==> config.mk <==
export PLATFORM = sky130hd
export DESIGN_NAME = bac_top
export DESIGN_NICKNAME = d
export VERILOG_FILES = /design/src/bac_pkg.sv /design/src/bac_top.sv /design/src/bac_op_decode.sv /design/src/bac_count_step.sv
export VERILOG_INCLUDE_DIRS = /design/src
export SDC_FILE = /design/constraint.sdc
export NUM_CORES = 1
export LEC_CHECK = 0
export BUFFER_PORTS_ARGS = -buffer_cell sky130_fd_sc_hd__buf_2
export CORE_MARGIN = 2
export CORE_UTILIZATION = 52
export DETAILED_ROUTE_END_ITERATION = 10
export PLACE_DENSITY = 0.89
export REMOVE_ABC_BUFFERS = 1
export SYNTH_ARGS = -nofsm -noshare
export SYNTH_HDL_FRONTEND = slang
export SYNTH_SLANG_ARGS = --single-unit
export TNS_END_PERCENT = 20
==> constraint.sdc <==
create_clock -name clk -period 5.1 [get_ports clk]
set_input_delay 0.255 -clock clk [delete_from_list [all_inputs] [get_ports clk]]
set_output_delay 0.255 -clock clk [all_outputs]
set_load 0.005 [all_outputs]
==> src/bac_consts.svh <==
/*
 * Named constants of the burst address counter: widths, reset fills,
 * increment steps and flag levels.
 * Assumes it is included by bare name, before the package and modules.
 */
`ifndef BAC_CONSTS_SVH
`define BAC_CONSTS_SVH

// Default port address width
`define BAC_ADDR_W      18

// Fill bits for the reset values of counter, mirror and mask
`define BAC_CNT_FILL    1'b0
`define BAC_MASK_FILL   1'b1

// Increment sizes with the lowest bit unmasked or masked
`define BAC_STEP_ONE    2'h1
`define BAC_STEP_TWO    2'h2

// Levels of the active-low wrap flag
`define BAC_FLAG_IDLE   1'b1
`define BAC_FLAG_RAISED 1'b0

// Levels of an inactive and an active drive enable or data float request
`define BAC_OFF         1'b0
`define BAC_ON          1'b1

`endif

==> src/bac_pkg.sv <==
/*
 * Types shared by the burst address counter modules.
 * Assumes bac_consts.svh is available for the modules that use it.
 */
package bac_pkg;

    // Per-port counter and mask control inputs, sampled on clk
    typedef struct packed {
        logic counterOrMaskSelect;
        logic counterClearN;
        logic addressStrobeN;
        logic countStepN;
    } bac_ctrl_t;

    // Decoded operation of one clock edge
    typedef enum logic [3:0] {
        OP_CNT_CLEAR,
        OP_CNT_LOAD,
        OP_CNT_READ,
        OP_INC,
        OP_HOLD,
        OP_MASK_SET,
        OP_MASK_LOAD,
        OP_MASK_READ,
        OP_RESERVED
    } bac_op_t;

endpackage

==> src/bac_top.sv <==
/*
 * Burst address counter of one RAM port: counter, mask and mirror registers,
 * load, increment, hold, clear and readback over the shared address lines,
 * and the active-low wrap flag.
 * Assumes controls synchronous to clk and an external pad resolving
 * addrOut/addrOe/addrIn into the bidirectional address lines.
 */
// Function
// - Hold keeps counter, mask and mirror unchanged for any number of cycles.
// - Wrap flag goes low when an increment leaves all unmasked bits at one.
// - Wrap flag goes high when an increment gives any other unmasked value.
// - Counter clear, counter load, mask set, mask load, master reset release the flag.
// - Counter readback drives the counter on the address lines after the next edge.
// - Mask readback drives the mask on the address lines after the next edge.
// - Readback with chip selected floats the data lines.
// - Master reset low clears counter to zeros and sets mask to ones.
// - Counter clear zeroes unmasked counter bits and keeps masked bits.
// - Select high, clear high, strobe low, step low loads the counter.
// - Select high, clear high, strobe low, step high reads back the counter.
// - Select high, clear high, strobe high, step low increments the counter.
// - Select high, clear high, strobe high, step high holds the counter.
// - Select low with clear low sets every mask bit to one.
// - Select low, clear high, strobe low, step low loads the mask.
// - Select low, clear high, strobe low, step high reads back the mask.
// - Counter and mask operations ignore the chip selects.
// - Increment at the unmasked maximum reloads the counter from the mirror.
// - Mask bit zero clear makes each increment step by two.
// - Increment changes only counter bits whose mask bit is one.
// - Counter load writes the address into both counter and mirror.
// - Counter clear copies the cleared counter into the mirror.
// - Master reset is asynchronous; other controls are sampled on clk.
`include "bac_consts.svh"

module bac_top #(
    parameter int AW = `BAC_ADDR_W
) (
    // Clock and resets
    input  wire logic               clk,
    input  wire logic               sys_rst,
    input  wire logic               globalInitN,
    // Counter and mask controls
    input  wire bac_pkg::bac_ctrl_t ctrl,
    // Chip selects of the port
    input  wire logic               chipSelectLow,
    input  wire logic               chipSelectHigh,
    // Shared address lines
    input  wire logic [AW-1:0]      addrIn,
    output logic      [AW-1:0]      addrOut,
    output logic                    addrOe,
    // Address toward the array, data float request, wrap flag
    output logic      [AW-1:0]      ramAddr,
    output logic                    dqHighZ,
    output logic                    wrapFlagN
);
    import bac_pkg::*;

    localparam logic [AW-1:0] CNT_RST  = {AW{`BAC_CNT_FILL}};
    localparam logic [AW-1:0] MASK_ALL = {AW{`BAC_MASK_FILL}};

    bac_op_t       op;
    logic [AW-1:0] counter;
    logic [AW-1:0] mask;
    logic [AW-1:0] mirror;
    logic [AW-1:0] nextInc;
    logic          atMax;
    logic          nextAtMax;

    wire           initRst;
    wire           chipSelected;
    wire           isInc;
    wire           isCntLoad;
    wire           isCntClear;
    wire           isCntRead;
    wire           isMaskRead;
    wire           isReadback;
    wire           releasesFlag;
    wire [AW-1:0]  clearedCnt;
    wire [AW-1:0]  next_counter;
    wire [AW-1:0]  next_mirror;
    wire [AW-1:0]  next_mask;
    wire [AW-1:0]  next_addrOut;
    wire           next_addrOe;
    wire           next_dqHighZ;
    wire           next_wrapFlagN;

    bac_op_decode u_decode (
        .ctrl (ctrl),
        .op   (op)
    );

    bac_count_step #(
        .AW (AW)
    ) u_step (
        .counter   (counter),
        .mask      (mask),
        .mirror    (mirror),
        .nextInc   (nextInc),
        .atMax     (atMax),
        .nextAtMax (nextAtMax)
    );

    // Either reset source clears the registers at once
    assign initRst = sys_rst | ~globalInitN;

    // Port enabled: first select low, second high
    assign chipSelected = !chipSelectLow && chipSelectHigh;

    assign isInc        = (op == OP_INC);
    assign isCntLoad    = (op == OP_CNT_LOAD);
    assign isCntClear   = (op == OP_CNT_CLEAR);
    assign isCntRead    = (op == OP_CNT_READ);
    assign isMaskRead   = (op == OP_MASK_READ);
    assign isReadback   = isCntRead || isMaskRead;
    assign releasesFlag = isCntClear || isCntLoad ||
                          (op == OP_MASK_SET) || (op == OP_MASK_LOAD);

    assign clearedCnt = counter & ~mask;

    // Counter: clear, load, increment, otherwise hold
    assign next_counter = isCntClear ? clearedCnt :
                          isCntLoad  ? addrIn :
                          isInc      ? nextInc :
                                       counter;

    // Mirror follows every counter load and clear
    assign next_mirror = isCntClear ? clearedCnt :
                         isCntLoad  ? addrIn :
                                      mirror;

    assign next_mask = (op == OP_MASK_SET)  ? MASK_ALL :
                       (op == OP_MASK_LOAD) ? addrIn :
                                              mask;

    // Readback is registered, so it appears after the following edge
    assign next_addrOut = isCntRead  ? counter :
                          isMaskRead ? mask :
                                       addrOut;
    assign next_addrOe  = isReadback;

    // Chip selects only float the data lines; counting ignores them
    assign next_dqHighZ = isReadback && chipSelected;

    assign next_wrapFlagN = isInc ? (nextAtMax ? `BAC_FLAG_RAISED
                                               : `BAC_FLAG_IDLE) :
                            releasesFlag ? `BAC_FLAG_IDLE :
                                           wrapFlagN;

    always_ff @(posedge clk or posedge initRst) begin
        if (initRst) begin
            counter   <= CNT_RST;
            mask      <= MASK_ALL;
            mirror    <= CNT_RST;
            wrapFlagN <= `BAC_FLAG_IDLE;
        end else begin
            counter   <= next_counter;
            mask      <= next_mask;
            mirror    <= next_mirror;
            wrapFlagN <= next_wrapFlagN;
        end
    end

    always_ff @(posedge clk or posedge initRst) begin
        if (initRst) begin
            ramAddr <= CNT_RST;
            addrOut <= CNT_RST;
            addrOe  <= `BAC_OFF;
            dqHighZ <= `BAC_OFF;
        end else begin
            ramAddr <= next_counter;
            addrOut <= next_addrOut;
            addrOe  <= next_addrOe;
            dqHighZ <= next_dqHighZ;
        end
    end
endmodule // bac_top

==> src/bac_op_decode.sv <==
/*
 * Decoder from the four counter and mask control inputs to one operation.
 * Assumes the controls are stable around the rising edge of the port clock.
 */
module bac_op_decode (
    // Control inputs
    input  bac_pkg::bac_ctrl_t ctrl,
    // Decoded operation
    output bac_pkg::bac_op_t   op
);
    import bac_pkg::*;

    wire       selCounter;
    wire       clearReq;
    wire       strobeLow;
    wire       stepLow;
    bac_op_t   counterOp;
    bac_op_t   maskOp;

    assign selCounter = ctrl.counterOrMaskSelect;
    assign clearReq   = !ctrl.counterClearN;
    assign strobeLow  = !ctrl.addressStrobeN;
    assign stepLow    = !ctrl.countStepN;

    // Counter side: clear wins, then strobe and step pick the rest
    assign counterOp = clearReq  ? OP_CNT_CLEAR :
                       strobeLow ? (stepLow ? OP_CNT_LOAD : OP_CNT_READ) :
                                   (stepLow ? OP_INC : OP_HOLD);

    // Mask side: strobe high is the undefined code
    assign maskOp = clearReq  ? OP_MASK_SET :
                    strobeLow ? (stepLow ? OP_MASK_LOAD : OP_MASK_READ) :
                                OP_RESERVED;

    assign op = selCounter ? counterOp : maskOp;

endmodule // bac_op_decode

==> src/bac_count_step.sv <==
/*
 * Next counter value for an increment, with masked wrap to the mirror.
 * Assumes a mask of contiguous low ones, optionally with bit zero clear.
 */
`include "bac_consts.svh"

module bac_count_step #(
    parameter int AW = `BAC_ADDR_W
) (
    // Register values
    input  logic [AW-1:0] counter,
    input  logic [AW-1:0] mask,
    input  logic [AW-1:0] mirror,
    // Increment result and wrap detection
    output logic [AW-1:0] nextInc,
    output logic          atMax,
    output logic          nextAtMax
);
    import bac_pkg::*;

    // True when every unmasked bit of the value is one
    function automatic logic allOnes(input logic [AW-1:0] value,
                                     input logic [AW-1:0] m);
        return (value & m) == m;
    endfunction

    wire [AW-1:0] step;
    wire [AW-1:0] bumped;
    wire [AW-1:0] counted;

    assign step    = mask[0] ? AW'(`BAC_STEP_ONE) : AW'(`BAC_STEP_TWO);
    assign bumped  = (counter & mask) + step;
    assign counted = (bumped & mask) | (counter & ~mask);
    assign atMax   = allOnes(counter, mask);
    assign nextInc = atMax ? mirror : counted;
    assign nextAtMax = allOnes(nextInc, mask);

endmodule // bac_count_step

# Word level (Yosys, flattened, before mapping)
# Cells that the tools add are included.
# totals
ff_bits,75
latch_bits,0
mem_bits_rw,0
mem_bits_ro,0
output_inout_bits,39
mem_count,0
# op_classes
add_sub_neg,1
mul,0
div_mod_pow,0
order_cmp,0
n_eq_ne,8
shift,0
mux,22
bitwise_logic,8
n_reduce_logical,13
# op_table
operator,n
$mux 18,10
$and 18x18->18,4
$eq 18x18->1,2
$mux 4,5
$add 18x18->18,1
$not 18->18,1
$or 18x18->18,1
$eq 4x3->1 const B,3
$eq 4x2->1 const B,2
$reduce_bool 2->1,4
$eq 4x1->1 const B,1
$logic_not 4->1,1
$logic_or 1x1->1,4
$mux 1,4
$mux 2,2
$mux 3,1
$reduce_bool 3->1,1
$logic_and 1x1->1,2
$logic_not 1->1,1
$not 1->1,1
$or 1x1->1,1

# Longest topological paths before layout
# depth
ltp_word,10
depth_mapped,11
depth_no_buf,10

# Hierarchy
# Synthesis repeated with hierarchy kept, for this count alone.
# hier_totals
cells_unflattened,521
hier_area_um2,4864.7
# by_module_without_submodules
module,n_inst,cells_each,area_each_um2,seq_area_each_um2
bac_top,1,325,3632.2,1900.6
bac_count_step,1,185,1156.1,0.0
bac_op_decode,1,11,76.3,0.0

# Least setup slack after synthesis
# Ideal clock, no wire load.
# synth_path
path_kind,register to register
startpoint,register mask[1]
endpoint,register wrapFlagN
setup_ps,86
t_arrival_ps,2508
path_slack_ps,2506
path_stages_with_launch,12
path_buffers,1
period_less_slack_ps,2594
cell_sequence,dfstp_2 > and2_1 > fa_1 > and3_1 > and3_1 > buf_4 > nand4_1 > a22o_1 > a2111oi_0 > a31oi_1 > nor4_1 > a21oi_1
# synth_between
elab_chain_cells,9
word_cells_on_any_way,12
classes_between,1 x add/sub; 2 x eq/ne; 3 x mux; 6 x bitwise
# synth_lines
item,line,text
start: declaration,bac_top.sv:62,logic [AW-1:0] mask;
start signal: assignment,bac_top.sv:156,mask <= next_mask;
$and 18x18->18,"bac_count_step.sv:24, bac_count_step.sv:32",
$add 18x18->18,bac_count_step.sv:32,assign bumped = (counter & mask) + step;
$and 18x18->18,bac_count_step.sv:33,assign counted = (bumped & mask) | (counter & ~mask);
$or 18x18->18,bac_count_step.sv:33,
$mux 18,bac_count_step.sv:35,assign nextInc = atMax ? mirror : counted;
$and 18x18->18,bac_count_step.sv:24,return (value & m) == m;
$eq 18x18->1 *,bac_count_step.sv:24,
$mux 1 (no line) *,n/a,
$mux 1 *,bac_top.sv:143,assign next_wrapFlagN = isInc ? (nextAtMax ? `BAC_FLAG_RAISED
end signal: assignment,bac_top.sv:153,wrapFlagN <= `BAC_FLAG_IDLE;
end signal: assignment,bac_top.sv:158,wrapFlagN <= next_wrapFlagN;
end: declaration,bac_top.sv:53,output logic wrapFlagN
# Every way passes the cells marked *; elsewhere a longest branch is shown, timed or not.
# A chain may end at the register's enable or synchronous reset.

# Worst setup path after layout
# Same ends and word-level chain as after synthesis.

==> flow_results.xml <==
<?xml version="1.0" encoding="UTF-8"?>
<metrics>
  <group name="global_route">
    <metric name="grt_first_pass_wirelength" unit="um">21500</metric>
    <metric name="grtUsageTotal" unit="%">28.5</metric>
    <metric name="residual_overflow_from_global_routing" unit="">0</metric>
    <metric name="antenna_found_initial" unit="">0</metric>
    <metric name="grt_pass1_vias" unit="">4236</metric>
    <metric name="grt_max_degree" unit="">41</metric>
  </group>
  <group name="synthesis">
    <metric name="netlist_top_cells_count" unit="">sky130_fd_sc_hd__nand2_1 (94), sky130_fd_sc_hd__dfrtp_1 (56), sky130_fd_sc_hd__nor2_1 (42), sky130_fd_sc_hd__o21ai_0 (38), sky130_fd_sc_hd__a21oi_1 (29)</metric>
    <metric name="synth.ff_latch_count" unit="">75</metric>
    <metric name="synth_top_area_share" unit="%">30.9</metric>
    <metric name="synthArstFlopShare" unit="%">100</metric>
    <metric name="avgSynthCellArea" unit="um2">8.61</metric>
    <metric name="ys_seq_area_share" unit="%">41.9</metric>
    <metric name="ys.flop_type" unit="">sky130_fd_sc_hd__dfrtp_1</metric>
    <metric name="synth-adder-area-share" unit="%">2.10</metric>
    <metric name="main_combinational_cell_family_by_area_after_synthesis" unit="">simple AND/OR/NAND/NOR gates</metric>
    <metric name="netlist_instances" unit="">527</metric>
    <metric name="synth_compound_area_share" unit="%">19.8</metric>
    <metric name="synth_top_cells_by_area" unit="">sky130_fd_sc_hd__dfrtp_1 (31%), sky130_fd_sc_hd__dfstp_2 (11%), sky130_fd_sc_hd__nand2_1 (7.8%)</metric>
    <metric name="synth_xor_area_share" unit="%">3.86</metric>
    <metric name="synth_top_cell_by_area" unit="">sky130_fd_sc_hd__dfrtp_1</metric>
    <metric name="ys_types" unit="">59</metric>
    <metric name="mappedNetlistArea" unit="um2">4540</metric>
    <metric name="ys_warn_count" unit="">0</metric>
    <metric name="most_frequently_used_cell_type_in_the_post_synthesis_netlist" unit="">sky130_fd_sc_hd__nand2_1</metric>
    <metric name="yosys-mux-area-fraction" unit="%">4.44</metric>
    <metric name="synth_edf_count" unit="">0</metric>
    <metric name="synth-simple-area-share" unit="%">23.0</metric>
  </group>
  <group name="clocking">
    <metric name="total_clock_buffers_created_by_cts" unit="">9</metric>
    <metric name="cts-resized-gates" unit="">0</metric>
    <metric name="cts_sinks" unit="">75</metric>
    <metric name="post_cts_buffers" unit="">0</metric>
    <metric name="htree_num_levels" unit="">3</metric>
    <metric name="clkTransAtPathRegs" unit="ns">0.08</metric>
    <metric name="tritoncts_clock_tree" unit="">built</metric>
    <metric name="clockRootBuffer" unit="">sky130_fd_sc_hd__clkbuf_8</metric>
    <metric name="clk_latency" unit="ns">0.36</metric>
    <metric name="holdBufCountCts" unit="">0</metric>
    <metric name="cts.path.max_buffers" unit="">2</metric>
  </group>
  <group name="floorplanning">
    <metric name="rows" unit="">34</metric>
    <metric name="boundaryPins" unit="">66</metric>
    <metric name="fp.dieH" unit="um">97.4</metric>
    <metric name="design.core.area" unit="um2">8590</metric>
    <metric name="die_width" unit="um">97.4</metric>
    <metric name="dieArea" unit="um2">9490</metric>
    <metric name="initial_utilization" unit="%">52.8</metric>
  </group>
  <group name="routing">
    <metric name="route.detailed.wl_per_inst" unit="um">18.9</metric>
    <metric name="num_vias" unit="">4333</metric>
    <metric name="drc" unit="">0</metric>
    <metric name="detail_route.wirelength" unit="um">13100</metric>
    <metric name="detailed_route_iter0_violations" unit="">344</metric>
    <metric name="drt-pass1-iter-count" unit="">5</metric>
    <metric name="ant_nets" unit="">0</metric>
    <metric name="avgViaCountPerCell" unit="">6.26</metric>
  </group>
  <group name="power_and_ir_drop">
    <metric name="vdd_ir_drop_max" unit="mV">0.180</metric>
    <metric name="power_frac_comb" unit="%">24.4</metric>
    <metric name="total_switching_power" unit="W">0.000605</metric>
    <metric name="leakage_power" unit="nW">2.33</metric>
    <metric name="total_power_density_per_cell_area" unit="nW/um2">359</metric>
    <metric name="p_int" unit="W">0.00125</metric>
    <metric name="power.clock.fraction" unit="%">29.7</metric>
    <metric name="seqPwrFrac" unit="%">45.9</metric>
    <metric name="netSwitchingFraction" unit="%">32.6</metric>
  </group>
  <group name="layout">
    <metric name="syn2layout_area_growth" unit="%">13.8</metric>
    <metric name="sequential_cell_area" unit="um2">1900</metric>
    <metric name="finish.net_count" unit="">613</metric>
    <metric name="multi_input_area" unit="um2">2430</metric>
    <metric name="drive_gt1_share" unit="%">20.9</metric>
    <metric name="num_antenna_cells" unit="">0</metric>
    <metric name="filler_cell_count" unit="">767</metric>
    <metric name="finish.instance_area" unit="um2">5160</metric>
  </group>
  <group name="sta">
    <metric name="rsz_0062_raised_after_global_routing" unit="">no</metric>
    <metric name="fin_setup_tns" unit="ns">0</metric>
    <metric name="timing.slew.headroom" unit="%">32.9</metric>
    <metric name="min_period" unit="ns">3.06</metric>
    <metric name="final_min_period_over_clock_period" unit="%">60.0</metric>
    <metric name="setup-violations-final" unit="">0</metric>
    <metric name="worst-slew-pin-transition" unit="ns">1.00</metric>
    <metric name="final.setup_skew" unit="ns">0.00916</metric>
    <metric name="achievable-frequency" unit="GHz">0.327</metric>
    <metric name="maxSlewViolCount" unit="">0</metric>
    <metric name="finalHoldWorstSlack" unit="ns">0.0359</metric>
    <metric name="hold_viol_final" unit="">0</metric>
  </group>
  <group name="setup_path">
    <metric name="crit_path_cell_trace" unit="">and2_1 &gt; fa_1 &gt; and3_1 &gt; and3_1 &gt; nand4_1 &gt; a22o_1 &gt; a2111oi_0 &gt; a31oi_1 &gt; nor4_1 &gt; a21oi_1</metric>
    <metric name="critPathRequiredTime" unit="ns">5.38</metric>
    <metric name="critical_path.max_fanout" unit="">8</metric>
    <metric name="worst-path-buf-inv" unit="">0</metric>
    <metric name="critical_path.top_delay_family" unit="">simple AND/OR/NAND/NOR gates</metric>
    <metric name="worstSetupPathType" unit="">register to register</metric>
    <metric name="crit_slowest_cell" unit="">sky130_fd_sc_hd__dfstp_2</metric>
    <metric name="cpMostUsedCell" unit="">sky130_fd_sc_hd__and3_1</metric>
    <metric name="startpoint_type" unit="">register</metric>
    <metric name="worst-endpoint-arrival" unit="ns">3.34</metric>
    <metric name="timing.critical_path.to_type" unit="">register</metric>
    <metric name="critical-path-max-stage-delay" unit="ns">0.59</metric>
  </group>
  <group name="flow_run">
    <metric name="drv.max_cap_violation_count" unit="">0</metric>
  </group>
  <group name="placed_design">
    <metric name="io_buffer_count" unit="">65</metric>
    <metric name="hpwl" unit="um">9280</metric>
    <metric name="place_congestion" unit="">1.00</metric>
    <metric name="post_dp_cell_area" unit="um2">4930</metric>
  </group>
  <group name="status">
    <metric name="status" unit="">completed</metric>
  </group>
  <group name="min_path">
    <metric name="worst_hold_check_path_type" unit="">input pin to register</metric>
  </group>
</metrics>
cell families (layout without fill, tap and decap cells):
kind of cell / count (synthesis) / after routing
flops: 75 / 75
mux: 20 / 20
simple gates: 215 / 215
compound gates: 137 / 137
xor+xnor: 20 / 20
fa+ha+maj: 7 / 7
buf+inv: 53 / 110
metrics by stage:
step	total power [W]	setup slack [ns]	utilization, %	cells
after floorplan	0.00110	0.264	-	495
after global placement	0.00129	2.18	57.4	676
after detailed placement	0.00131	2.10	57.4	676
after CTS	0.00186	2.09	60.1	692
after global routing	0.00196	1.84	60.1	692
final	0.00185	2.04	60.1	692
per-layer routing:
| metal | up-vias | global-route usage [%] | share of wire [%] |
|---|---|---|---|
| li1 | 1994 | - | - |
| met5 | - | 0 | 0 |
| met2 | 210 | 44.5 | 47 |
| met4 | 0 | 10.9 | 2.5 |
| met1 | 2097 | 39.4 | 43 |
| met3 | 32 | 5.61 | 8.1 |
worst register-to-register path, cell delays in order, from the launching register on:
cell and delay, ns:
sky130_fd_sc_hd__dfstp_2 0.59, sky130_fd_sc_hd__and2_1 0.19, sky130_fd_sc_hd__fa_1 0.24, sky130_fd_sc_hd__and3_1 0.25
sky130_fd_sc_hd__and3_1 0.33, sky130_fd_sc_hd__nand4_1 0.13, sky130_fd_sc_hd__a22o_1 0.24, sky130_fd_sc_hd__a2111oi_0 0.37
sky130_fd_sc_hd__a31oi_1 0.14, sky130_fd_sc_hd__nor4_1 0.37, sky130_fd_sc_hd__a21oi_1 0.14
path summary, 6_finish.rpt:
path / cells after the start / start / slack [ns] / to
worst min register to register: 2 / mirror[17] / 0.49 / mirror[17]
worst max-delay path: 10 / mask[1] / 2.04 / wrapFlagN
min in group asynchronous: 2 / globalInitN / 0.19 / addrOut[10]
worst min-delay path: 2 / chipSelectLow / 0.04 / dqHighZ
worst max register to register: 10 / mask[1] / 2.04 / wrapFlagN
max in group asynchronous: 3 / sys_rst / 3.80 / mask[1]
power by group through the flow:
stage	registers (W)	clock network, W	logic [W]
4_1_cts	0.000847	0.000557	0.000453
3_5_place_dp	0.000857	0	0.000450
2_1_floorplan	0.000832	0	0.000273
6_report	0.000850	0.000551	0.000451
3_3_place_gp	0.000851	0	0.000439
5_1_grt	0.000865	0.000588	0.000506
state kept, by name (all words and copies together), names as in the netlist:
signal	flops
mask	18
wrapFlagN	1
addrOe	1
mirror	18
ramAddr	18
addrOut	18
dqHighZ	1
layout by cell type, fill, tap and decap left out, types with 12 or more instances in the layout:
master                     synthesis  final
sky130_fd_sc_hd__a21oi_1          29     29
sky130_fd_sc_hd__xnor2_1          12     12
sky130_fd_sc_hd__and3_1           12     12
sky130_fd_sc_hd__nand2_1          94     94
sky130_fd_sc_hd__mux2i_1          19     19
sky130_fd_sc_hd__inv_1            19     19
sky130_fd_sc_hd__o211ai_1         17     17
sky130_fd_sc_hd__dfrtp_1          56     56
sky130_fd_sc_hd__nor2_1           42     41
sky130_fd_sc_hd__buf_2            10     65
sky130_fd_sc_hd__dfstp_2          19     19
sky130_fd_sc_hd__o21ai_0          38     38
final cells by class:
cell class	instances	share of cell area, %
Clock buffer	10	2.47
Timing Repair Buffer	73	7.46
Clock inverter	6	2.04
Inverter	21	1.53
Tap cell	108	2.62
Multi-Input combinational cell	399	47.1
Sequential cell	75	36.8
Power figures use the tool's default switching activity.
